**config.mk**
```make
export PLATFORM = sky130hd
export DESIGN_NAME = gdi_device_interface
export DESIGN_NICKNAME = d
export VERILOG_FILES = /design/src/gdi_pkg.sv /design/src/gdi_device_interface.sv
export SDC_FILE = /design/constraint.sdc
export NUM_CORES = 1
export LEC_CHECK = 0
export ABC_CLOCK_PERIOD_IN_PS = 1500
export BUFFER_PORTS_ARGS = -buffer_cell sky130_fd_sc_hd__buf_2
export CORE_MARGIN = 4
export CORE_UTILIZATION = 44
export CTS_BUF_LIST = sky130_fd_sc_hd__clkbuf_16
export DETAILED_ROUTE_END_ITERATION = 6
export PLACE_DENSITY = 0.88
export SLEW_MARGIN = 20
export SYNTH_ARGS = -nofsm -noshare
export SYNTH_HDL_FRONTEND = slang
export SYNTH_SLANG_ARGS = --single-unit
```
**constraint.sdc**
```tcl
create_clock -name i_clk -period 1.5 [get_ports i_clk]
set_clock_uncertainty 0.05 [all_clocks]
set_input_delay 0.3 -clock i_clk [delete_from_list [all_inputs] [get_ports i_clk]]
set_output_delay 0.3 -clock i_clk [all_outputs]
set_load 0.1 [all_outputs]
```
**src/gdi_pkg.sv**
```systemverilog
package gdi_pkg;

  // ==========================================================
  // Interface command bytes, parity bit stripped.
  localparam logic [6:0] CMD_GTL = 7'h01;
  localparam logic [6:0] CMD_SDC = 7'h04;
  localparam logic [6:0] CMD_PPC = 7'h05;
  localparam logic [6:0] CMD_LLO = 7'h11;
  localparam logic [6:0] CMD_DCL = 7'h14;
  localparam logic [6:0] CMD_PPU = 7'h15;
  localparam logic [6:0] CMD_SPE = 7'h18;
  localparam logic [6:0] CMD_SPD = 7'h19;
  localparam logic [6:0] CMD_UNL = 7'h3f;
  localparam logic [6:0] CMD_UNT = 7'h5f;
  localparam logic [6:0] CMD_PPD = 7'h70;
  localparam logic [1:0] GRP_LISTEN = 2'h1;
  localparam logic [1:0] GRP_TALK = 2'h2;
  localparam logic [2:0] GRP_PPE = 3'h6;

  // ==========================================================
  // Service poll status field positions.
  localparam int ST_KEYCODE = 0;
  localparam int ST_KICKED = 1;
  localparam int ST_PANEL = 2;
  localparam int ST_READY = 4;
  localparam int ST_ERR = 5;
  localparam int ST_RQS = 6;
  localparam int ST_PON = 7;
  localparam logic [7:0] STATUS_RESET = 8'h00;
  localparam logic [2:0] PP_LINE_RESET = 3'h0;

  // ==========================================================
  // Handshake state machines.
  typedef enum logic [1:0] {
    AH_READY,
    AH_HOLD
  } gdi_ah_e;

  typedef enum logic [1:0] {
    SH_IDLE,
    SH_WAIT_RFD,
    SH_WAIT_ACC
  } gdi_sh_e;

endpackage : gdi_pkg

```
**src/gdi_device_interface.sv**
```systemverilog
`timescale 1ns/100ps

// Overview of operation
// - Interface clear drops addressing, keeps queues, aborts command decoding.
// - Interface clear ends bus traffic without any device clear.
// - Keycode or mnemonic error sets status bit 0 and error bit 5.
// - Lockout by another module sets status bit 1 and error bit.
// - Panel use while remote without lockout sets bit 2, error bit, and goes local.
// - Status updates are ORed into the existing status byte.
// - Status bits other than data-ready and service request clear only on DCL or SDC from the controller.
// - Data-ready bit clears once all available output data is read.
// - Service request released with data-ready clear if no error remains.
// - DCL acts like SDC with menu, transient and mode exceptions.
// - Remote enable plus own listen address puts device remote.
// - GTL while addressed to listen returns device to local.
// - LLO enters lockout only while remote enable is true.
// - Remote enable going false forces local and leaves lockout.
// - SRQ line asserted while service is needed, released otherwise.
// - Serial poll sends status byte, bit 6 flags service request.
// - PPC arms parallel poll programming by the next command.
// - PPE programs poll line and sense only right after PPC.
// - PPD disables poll response only right after PPC.
// - PPU always disables the parallel poll response.
// - Parallel poll drives service status on assigned line, else passive.
// - Own listen address makes the device listener active.
// - Own talk address makes talker active, other address drops it.
module gdi_device_interface (
  input wire logic i_clk,
  input wire logic i_resetn,
  input wire logic [4:0] i_my_addr,
  input wire logic i_atn,
  input wire logic i_ifc,
  input wire logic i_ren,
  input wire logic i_eoi,
  input wire logic [7:0] i_dio,
  output logic [7:0] o_dio,
  output logic [7:0] o_dio_oe_n,
  input wire logic i_dav,
  output logic o_dav,
  output logic o_dav_oe_n,
  input wire logic i_nrfd,
  output logic o_nrfd,
  output logic o_nrfd_oe_n,
  input wire logic i_ndac,
  output logic o_ndac,
  output logic o_ndac_oe_n,
  output logic o_srq,
  output logic o_srq_oe_n,
  input wire logic i_out_valid,
  input wire logic [7:0] i_out_data,
  input wire logic i_out_last,
  output logic o_out_take,
  output logic o_rx_valid,
  output logic [7:0] o_rx_data,
  output logic o_rx_eoi,
  input wire logic i_err_keycode,
  input wire logic i_err_kicked,
  input wire logic i_panel_access,
  input wire logic i_pon_fail,
  input wire logic i_dev_fail,
  input wire logic i_data_ready,
  input wire logic i_srq_on_ready,
  output logic [7:0] o_service_poll_status,
  output logic o_remote,
  output logic o_lockout,
  output logic o_listening,
  output logic o_talking,
  output logic o_sdc,
  output logic o_dcl,
  output logic o_cmd_abort
);

  // ==========================================================
  // State.
  gdi_pkg::gdi_ah_e ah_r, ah_nxt;
  gdi_pkg::gdi_sh_e sh_r, sh_nxt;
  logic lad_r, lad_nxt;
  logic tad_r, tad_nxt;
  logic spe_r, spe_nxt;
  logic rem_r, rem_nxt;
  logic lls_r, lls_nxt;
  logic ppc_r, ppc_nxt;
  logic ppe_r, ppe_nxt;
  logic pp_sense_r, pp_sense_nxt;
  logic [2:0] pp_line_r, pp_line_nxt;
  logic [7:0] stat_r, stat_nxt;
  logic srq_r, srq_nxt;
  logic [7:0] sh_byte_r, sh_byte_nxt;
  logic sh_poll_r, sh_poll_nxt;
  logic rx_valid_r;
  logic [7:0] rx_data_r;
  logic rx_eoi_r;
  logic sdc_r;
  logic dcl_r;
  logic abort_r;

  // ==========================================================
  // Acceptor handshake and command decode.
  logic [6:0] cmd;
  logic accept_en;
  logic take;
  logic cmd_stb;
  logic data_stb;
  logic is_lad;
  logic is_tad;
  logic my_lad;
  logic my_tad;
  logic is_ppe;
  logic sdc_stb;
  logic dcl_stb;
  logic gtl_stb;
  logic pp_active;
  logic panel_hit;

  assign cmd = i_dio[6:0];
  assign accept_en = i_atn | (lad_r & ~tad_r);
  assign take = (ah_r == gdi_pkg::AH_READY) & i_dav & accept_en & ~i_ifc;
  assign cmd_stb = take & i_atn;
  assign data_stb = take & ~i_atn & lad_r;
  assign is_lad = (cmd[6:5] == gdi_pkg::GRP_LISTEN) & (cmd != gdi_pkg::CMD_UNL);
  assign is_tad = (cmd[6:5] == gdi_pkg::GRP_TALK) & (cmd != gdi_pkg::CMD_UNT);
  assign my_lad = cmd_stb & is_lad & (cmd[4:0] == i_my_addr);
  assign my_tad = is_tad & (cmd[4:0] == i_my_addr);
  assign is_ppe = cmd[6:4] == gdi_pkg::GRP_PPE;
  assign sdc_stb = cmd_stb & lad_r & (cmd == gdi_pkg::CMD_SDC);
  assign dcl_stb = cmd_stb & (cmd == gdi_pkg::CMD_DCL);
  assign gtl_stb = cmd_stb & lad_r & (cmd == gdi_pkg::CMD_GTL);
  assign pp_active = i_atn & i_eoi;

  always_comb begin
    ah_nxt = ah_r;
    unique case (ah_r)
      gdi_pkg::AH_READY: begin
        if (take) begin
          ah_nxt = gdi_pkg::AH_HOLD;
        end
      end
      gdi_pkg::AH_HOLD: begin
        if (!i_dav || i_ifc) begin
          ah_nxt = gdi_pkg::AH_READY;
        end
      end
      default: begin
        ah_nxt = gdi_pkg::AH_READY;
      end
    endcase
  end

  // ==========================================================
  // Addressing, remote state and parallel poll setup.
  always_comb begin
    lad_nxt = lad_r;
    tad_nxt = tad_r;
    spe_nxt = spe_r;
    rem_nxt = rem_r;
    lls_nxt = lls_r;
    ppc_nxt = ppc_r;
    ppe_nxt = ppe_r;
    pp_sense_nxt = pp_sense_r;
    pp_line_nxt = pp_line_r;
    if (cmd_stb) begin
      ppc_nxt = 1'b0;
      if (my_lad) begin
        lad_nxt = 1'b1;
        if (i_ren) begin
          rem_nxt = 1'b1;
        end
      end
      if (cmd == gdi_pkg::CMD_UNL) begin
        lad_nxt = 1'b0;
      end
      if (is_tad) begin
        tad_nxt = my_tad;
      end
      if (cmd == gdi_pkg::CMD_UNT) begin
        tad_nxt = 1'b0;
      end
      if (cmd == gdi_pkg::CMD_SPE) begin
        spe_nxt = 1'b1;
      end
      if (cmd == gdi_pkg::CMD_SPD) begin
        spe_nxt = 1'b0;
      end
      if (gtl_stb) begin
        rem_nxt = 1'b0;
      end
      if (cmd == gdi_pkg::CMD_LLO && i_ren) begin
        lls_nxt = 1'b1;
      end
      if (lad_r && cmd == gdi_pkg::CMD_PPC) begin
        ppc_nxt = 1'b1;
      end
      if (ppc_r && is_ppe) begin
        ppe_nxt = 1'b1;
        pp_sense_nxt = cmd[3];
        pp_line_nxt = cmd[2:0];
      end
      if (ppc_r && cmd == gdi_pkg::CMD_PPD) begin
        ppe_nxt = 1'b0;
      end
      if (cmd == gdi_pkg::CMD_PPU) begin
        ppe_nxt = 1'b0;
      end
    end
    if (panel_hit) begin
      rem_nxt = 1'b0;
    end
    // Addressing, serial poll mode and a pending PPC are dropped; parallel poll setup survives.
    if (i_ifc) begin
      lad_nxt = 1'b0;
      tad_nxt = 1'b0;
      spe_nxt = 1'b0;
      ppc_nxt = 1'b0;
    end
    if (!i_ren) begin
      rem_nxt = 1'b0;
      lls_nxt = 1'b0;
    end
  end

  // ==========================================================
  // Service poll status.
  logic ready_done;
  logic dev_clear;
  logic err_set;
  logic [7:0] set_bits;
  logic [7:0] kept_bits;

  // With lockout active the panel is inhibited, so no override occurs.
  assign panel_hit = i_panel_access & rem_r & ~lls_r;
  assign ready_done = o_out_take & i_out_last;
  assign dev_clear = sdc_stb | dcl_stb;
  assign err_set = i_err_keycode | i_err_kicked | panel_hit | i_dev_fail;
  assign set_bits = {i_pon_fail | i_dev_fail, 1'b0, err_set,
                     i_data_ready, 1'b0, panel_hit,
                     i_err_kicked, i_err_keycode};
  assign kept_bits = dev_clear ? gdi_pkg::STATUS_RESET : stat_r;

  always_comb begin
    stat_nxt = kept_bits;
    if (ready_done) begin
      stat_nxt[gdi_pkg::ST_READY] = 1'b0;
    end
    stat_nxt = stat_nxt | set_bits;
    srq_nxt = srq_r;
    if (dev_clear) begin
      srq_nxt = 1'b0;
    end else if (ready_done && !stat_r[gdi_pkg::ST_ERR]) begin
      srq_nxt = 1'b0;
    end
    if (err_set || (i_data_ready && i_srq_on_ready)) begin
      srq_nxt = 1'b1;
    end
  end

  logic [7:0] status_byte;
  assign status_byte = stat_r | {1'b0, srq_r, 6'h00};

  // ==========================================================
  // Source handshake for talker data and serial poll.
  logic sh_start;
  assign sh_start = tad_r & ~i_atn & (spe_r | i_out_valid);

  always_comb begin
    sh_nxt = sh_r;
    sh_byte_nxt = sh_byte_r;
    sh_poll_nxt = sh_poll_r;
    unique case (sh_r)
      gdi_pkg::SH_IDLE: begin
        if (sh_start) begin
          sh_nxt = gdi_pkg::SH_WAIT_RFD;
          sh_poll_nxt = spe_r;
          sh_byte_nxt = spe_r ? status_byte : i_out_data;
        end
      end
      gdi_pkg::SH_WAIT_RFD: begin
        if (!i_nrfd) begin
          sh_nxt = gdi_pkg::SH_WAIT_ACC;
        end
      end
      gdi_pkg::SH_WAIT_ACC: begin
        if (!i_ndac) begin
          sh_nxt = gdi_pkg::SH_IDLE;
        end
      end
      default: begin
        sh_nxt = gdi_pkg::SH_IDLE;
      end
    endcase
    // Attention or clear from the controller cuts a byte short.
    if (i_atn || i_ifc || !tad_r) begin
      sh_nxt = gdi_pkg::SH_IDLE;
    end
  end

  assign o_out_take = (sh_r == gdi_pkg::SH_WAIT_ACC) & ~i_ndac & ~sh_poll_r
                      & ~i_atn & ~i_ifc & tad_r;

  // ==========================================================
  // Registers.
  always_ff @(posedge i_clk) begin
    if (!i_resetn) begin
      ah_r <= gdi_pkg::AH_READY;
      sh_r <= gdi_pkg::SH_IDLE;
      lad_r <= 1'b0;
      tad_r <= 1'b0;
      spe_r <= 1'b0;
      rem_r <= 1'b0;
      lls_r <= 1'b0;
      ppc_r <= 1'b0;
      ppe_r <= 1'b0;
      pp_sense_r <= 1'b0;
      pp_line_r <= gdi_pkg::PP_LINE_RESET;
      stat_r <= gdi_pkg::STATUS_RESET;
      srq_r <= 1'b0;
      sh_byte_r <= 8'h00;
      sh_poll_r <= 1'b0;
    end else begin
      ah_r <= ah_nxt;
      sh_r <= sh_nxt;
      lad_r <= lad_nxt;
      tad_r <= tad_nxt;
      spe_r <= spe_nxt;
      rem_r <= rem_nxt;
      lls_r <= lls_nxt;
      ppc_r <= ppc_nxt;
      ppe_r <= ppe_nxt;
      pp_sense_r <= pp_sense_nxt;
      pp_line_r <= pp_line_nxt;
      stat_r <= stat_nxt;
      srq_r <= srq_nxt;
      sh_byte_r <= sh_byte_nxt;
      sh_poll_r <= sh_poll_nxt;
    end
  end

  always_ff @(posedge i_clk) begin
    if (!i_resetn) begin
      rx_valid_r <= 1'b0;
      rx_data_r <= 8'h00;
      rx_eoi_r <= 1'b0;
      sdc_r <= 1'b0;
      dcl_r <= 1'b0;
      abort_r <= 1'b0;
    end else begin
      rx_valid_r <= data_stb;
      if (data_stb) begin
        rx_data_r <= i_dio;
        rx_eoi_r <= i_eoi;
      end
      sdc_r <= sdc_stb;
      dcl_r <= dcl_stb;
      abort_r <= i_ifc;
    end
  end

  // ==========================================================
  // Bus drivers; an enable low means this end pulls the line.
  logic talk_drive;
  logic pp_hit;
  logic [7:0] pp_mask;

  assign talk_drive = (sh_r != gdi_pkg::SH_IDLE) & ~i_atn;
  assign pp_hit = pp_active & ppe_r & (srq_r == pp_sense_r);
  assign pp_mask = 8'h01 << pp_line_r;

  assign o_dio = talk_drive ? sh_byte_r : pp_mask;
  assign o_dio_oe_n = talk_drive ? 8'h00 : (pp_hit ? ~pp_mask : 8'hff);
  assign o_dav = 1'b1;
  assign o_dav_oe_n = ~(sh_r == gdi_pkg::SH_WAIT_ACC & ~i_atn);
  assign o_nrfd = 1'b1;
  assign o_nrfd_oe_n = ~(accept_en & ah_r == gdi_pkg::AH_HOLD);
  assign o_ndac = 1'b1;
  assign o_ndac_oe_n = ~(accept_en & ah_r == gdi_pkg::AH_READY);
  assign o_srq = 1'b1;
  assign o_srq_oe_n = ~srq_r;

  assign o_rx_valid = rx_valid_r;
  assign o_rx_data = rx_data_r;
  assign o_rx_eoi = rx_eoi_r;
  assign o_service_poll_status = status_byte;
  assign o_remote = rem_r;
  assign o_lockout = lls_r;
  assign o_listening = lad_r;
  assign o_talking = tad_r;
  assign o_sdc = sdc_r;
  assign o_dcl = dcl_r;
  assign o_cmd_abort = abort_r;

endmodule : gdi_device_interface

```
==> impl_metrics.prom <==
# TYPE chip_impl_metric gauge
chip_impl_info{name="status",value="finished with violations"} 1
chip_impl_info{name="violated_checks",value="setup timing"} 1
chip_impl_info{name="class_of_the_most_critical_hold_timing_path",value="input pin to flip-flop"} 1
chip_impl_metric{name="ir_drop",unit="mV"} 0.689
chip_impl_metric{name="residual_antenna_violating_net_count_after_detailed_routing",unit=""} 0
chip_impl_metric{name="ys_seq_elements",unit=""} 43
chip_impl_metric{name="routed_wl",unit="mm"} 7.35
chip_impl_metric{name="ctsHtreeMaxLevel",unit=""} 2
chip_impl_metric{name="internal-power",unit="W"} 0.00209
chip_impl_metric{name="leakagePower",unit="nW"} 1.75
chip_impl_metric{name="layout.cell_area.non_filler",unit="mm2"} 0.00385
chip_impl_metric{name="postSynth.asyncResetShare",unit="%"} 0
chip_impl_metric{name="area.growth.synth_to_final",unit="%"} 73.1
chip_impl_metric{name="final_util",unit="%"} 79.9
chip_impl_metric{name="grt_pass1_vias",unit=""} 2319
chip_impl_metric{name="global_route_wire_length_before_repair",unit="mm"} 10.9
chip_impl_info{name="yosysTopAreaCell",value="dfxtp_1"} 1
chip_impl_metric{name="vias_per_cell",unit=""} 5.39
chip_impl_info{name="tritoncts",value="done"} 1
chip_impl_metric{name="post_synthesis_area_per_instance",unit="um2"} 9.01
chip_impl_metric{name="clockBufferDepth",unit=""} 2
chip_impl_metric{name="power.share.switching",unit="%"} 27.9
chip_impl_metric{name="total_of_max_cap_violations",unit=""} 0
chip_impl_info{name="grt_setup_unrepaired",value="true"} 1
chip_impl_metric{name="remaining_global_route_overflow",unit=""} 0
chip_impl_metric{name="drt_iter0_markers",unit=""} 126
chip_impl_metric{name="die_y",unit="um"} 79.1
chip_impl_metric{name="edff_count_synth",unit=""} 0
chip_impl_metric{name="worst_skew_pair.late_latency",unit="ns"} 0.28
chip_impl_metric{name="initial_utilization",unit="%"} 46.2
chip_impl_metric{name="crit_path_max_fanout",unit=""} 11
chip_impl_metric{name="placed_cell_area",unit="mm2"} 0.00355
chip_impl_metric{name="firstDrtPassIters",unit=""} 4
chip_impl_metric{name="num-fill-cells",unit=""} 290
chip_impl_metric{name="numCtsBuffers",unit=""} 5
chip_impl_metric{name="postSynthCellCount",unit=""} 247
chip_impl_metric{name="nNetsFinal",unit=""} 407
chip_impl_metric{name="place.gp.congestion",unit=""} 0.863
chip_impl_metric{name="synthDistinctLibCells",unit=""} 51
chip_impl_metric{name="grt_antenna_before_repair",unit=""} 0
chip_impl_metric{name="die_width",unit="um"} 79.1
chip_impl_metric{name="core-area",unit="mm2"} 0.00482
chip_impl_metric{name="fmax",unit="GHz"} 0.549
chip_impl_info{name="timing.critical_path.from_type",value="flip-flop"} 1
chip_impl_metric{name="placement.io_buffers",unit=""} 83
chip_impl_metric{name="pwr_density_cell",unit="mW/mm2"} 754
chip_impl_metric{name="synthesis.area",unit="mm2"} 0.00222
chip_impl_metric{name="totalNegativeSetupSlack",unit="ns"} -5.44
chip_impl_metric{name="final-hold-violation-count",unit=""} 0
chip_impl_metric{name="hpwlAfterDp",unit="mm"} 5.09
chip_impl_info{name="endpoint_kind",value="primary output"} 1
chip_impl_metric{name="combPwrFrac",unit="%"} 17.4
chip_impl_metric{name="routed_wire_length_per_instance",unit="um"} 16.9
chip_impl_info{name="ys_dominant_reg_cell",value="dfxtp_1"} 1
chip_impl_metric{name="antenna-diode-count",unit=""} 0
chip_impl_metric{name="grt_start_max_net_pins",unit=""} 26
chip_impl_metric{name="switchingPower",unit="W"} 0.000812
chip_impl_metric{name="place_worst_setup_slack",unit="ns"} -0.142
chip_impl_metric{name="fin_ws",unit="ns"} -0.321
chip_impl_metric{name="clock_power_share",unit="%"} 42.3
chip_impl_metric{name="final_max_slew_viol_count",unit=""} 0
chip_impl_metric{name="cp.required",unit="ns"} 1.15
chip_impl_metric{name="seqCellArea",unit="um2"} 882
chip_impl_metric{name="final.period_utilization",unit="%"} 121
chip_impl_metric{name="setup_viol",unit=""} 19
chip_impl_metric{name="floorplan.io_pins",unit=""} 89
chip_impl_metric{name="synth-warning-count",unit=""} 0
chip_impl_metric{name="cts_num_sinks",unit=""} 43
chip_impl_metric{name="synth.top_cell.area_share",unit="%"} 38.7
chip_impl_info{name="synth_area_leaders",value="dfxtp_1, mux2i_1, nor2_1, mux2_2, o21ai_0"} 1
chip_impl_info{name="synth_top_cells_by_count",value="dfxtp_1, nor2_1, mux2i_1"} 1
chip_impl_metric{name="sequentialPowerShare",unit="%"} 40.3
chip_impl_metric{name="drcViolationCount",unit=""} 0
chip_impl_info{name="yosysMostFrequentCell",value="dfxtp_1"} 1
chip_impl_metric{name="crit_arrival",unit="ns"} 1.47
chip_impl_metric{name="die_area",unit="mm2"} 0.00626
chip_impl_metric{name="multi_input_area",unit="mm2"} 0.00152
chip_impl_metric{name="min_period",unit="ns"} 1.82
chip_impl_metric{name="final_layout_size_suffix_gt1_share",unit="%"} 53.7
chip_impl_metric{name="yosysSeqAreaShare",unit="%"} 38.7
chip_impl_metric{name="pnr_total_power",unit="W"} 0.00290
chip_impl_metric{name="grt_util_all_layers",unit="%"} 22.0
chip_impl_info{name="worstSetupPathType",value="flip-flop to primary output"} 1
chip_impl_metric{name="placement_rows",unit=""} 25
chip_impl_info{name="clk_root_buffer_cell",value="clkbuf_16"} 1
chip_impl_metric{name="routed-via-count",unit=""} 2349
chip_impl_metric{name="clkTransAtPathRegs",unit="ns"} 0.06
chip_impl_metric{name="cts_hold_repair.buffers",unit=""} 0
==> cell usage in the layout (no fill, tap or decap), types with 2 or more instances in the layout <==
cell        n
o21ai_0     3
xnor2_1     4
nand3_1     4
nor3_1      6
inv_1       5
mux2i_1    23
dfxtp_2     8
dfxtp_1    32
buf_4      44
nor3b_1     2
dfxtp_4     3
o21ai_4     9
buf_12     26
nor2b_4     2
nand4_1     4
a211oi_2    7
mux2_4      8
conb_1      5
buf_2      59
or2_2       2
and2_1      3
nor2_1     37
a31oi_1     3
nand2_1    12
nor2b_1     6
a22o_1      4
clkbuf_16   6
nor4_1      2
nor2_4      3
==> per-stage QoR <==
stage                     cells  hold WS, ns
after global placement      421        0.391
final                       436        0.201
after floorplan             250        0.372
after global routing        436        0.225
after CTS                   429        0.199
after detailed placement    421        0.401
==> final cells by class <==
type                            instances  share of cell area, %
Timing Repair Buffer                  131                   30.6
Sequential cell                        43                   22.9
Tap cell                               67                   2.18
Inverter                                6                  0.585
Clock inverter                          3                   1.14
Clock buffer                            5                   3.25
Multi-Input combinational cell        181                   39.3
==> metal layers <==
layer / routed length, um / up-vias / GRT usage, % / share of wire [%]
met5: 0 / - / 0 / 0
met2: 3720 / 118 / 38.6 / 51
li1: - / 1104 / - / -
met1: 2930 / 1115 / 26.4 / 40
met4: 106 / 0 / 8.59 / 1.4
met3: 597 / 12 / 4.08 / 8.1
==> power by group through the flow <==
stage	clock network [W]	registers, W	logic [W]
floorplan	0	0.00129	0.000237
global placement	0	0.00119	0.000478
detailed placement	0	0.00119	0.000487
CTS	0.00124	0.00117	0.000493
global route	0.00128	0.00117	0.000528
finish	0.00123	0.00117	0.000505
==> kinds of logic (layout without fill, tap and decap cells) <==
logic type,after synthesis,after routing,synth area share (%)
other cells,2,5,0.338
mux,31,31,14.4
buf+inv,26,145,6.47
simple gates,101,101,25.1
flops,43,43,38.7
xor+xnor,5,5,1.97
compound gates,39,39,13.0
==> flip-flops by register name, summed over array words and instances, names as in the netlist, 2 cells and up <==
name       flops
sh_r           2
sh_byte_r      8
o_rx_data      8
pp_line_r      3
stat_r         6
==> worst max-delay path, cell delays in order, from the launching register on <==
cell     delay [ns]
dfxtp_2        0.36
nor2_4         0.05
nor2_4         0.13
buf_12         0.16
mux2_4         0.32
buf_12         0.17
==> final timing paths <==
| kind | depth (start not counted) | slack [ns] | start | endpoint |
|---|---|---|---|---|
| setup / recovery | 5 | -0.32 | sh_r[1]$_SDFFE_PP0P_ | o_dio[2] |
| hold / removal | 3 | 0.20 | i_dio[7] | o_rx_data[7]$_SDFFE_PN0P_ |
| setup reg to reg | 6 | -0.04 | sh_r[1]$_SDFFE_PP0P_ | sh_byte_r[3]$_SDFFE_PN0P_ |
| hold reg to reg | 2 | 0.42 | stat_r[7]$_SDFF_PN0_ | stat_r[7]$_SDFF_PN0_ |
==> timing repair <==
item	4_1_cts	5_1_grt
gates cloned	0	1
endpoints found under the setup margin	20	29
gates resized for setup	7	9
pin swaps	3	4
hold endpoints to repair	0	0
buffers inserted	1	6
Note: power is estimated with default switching activity, not from simulation.
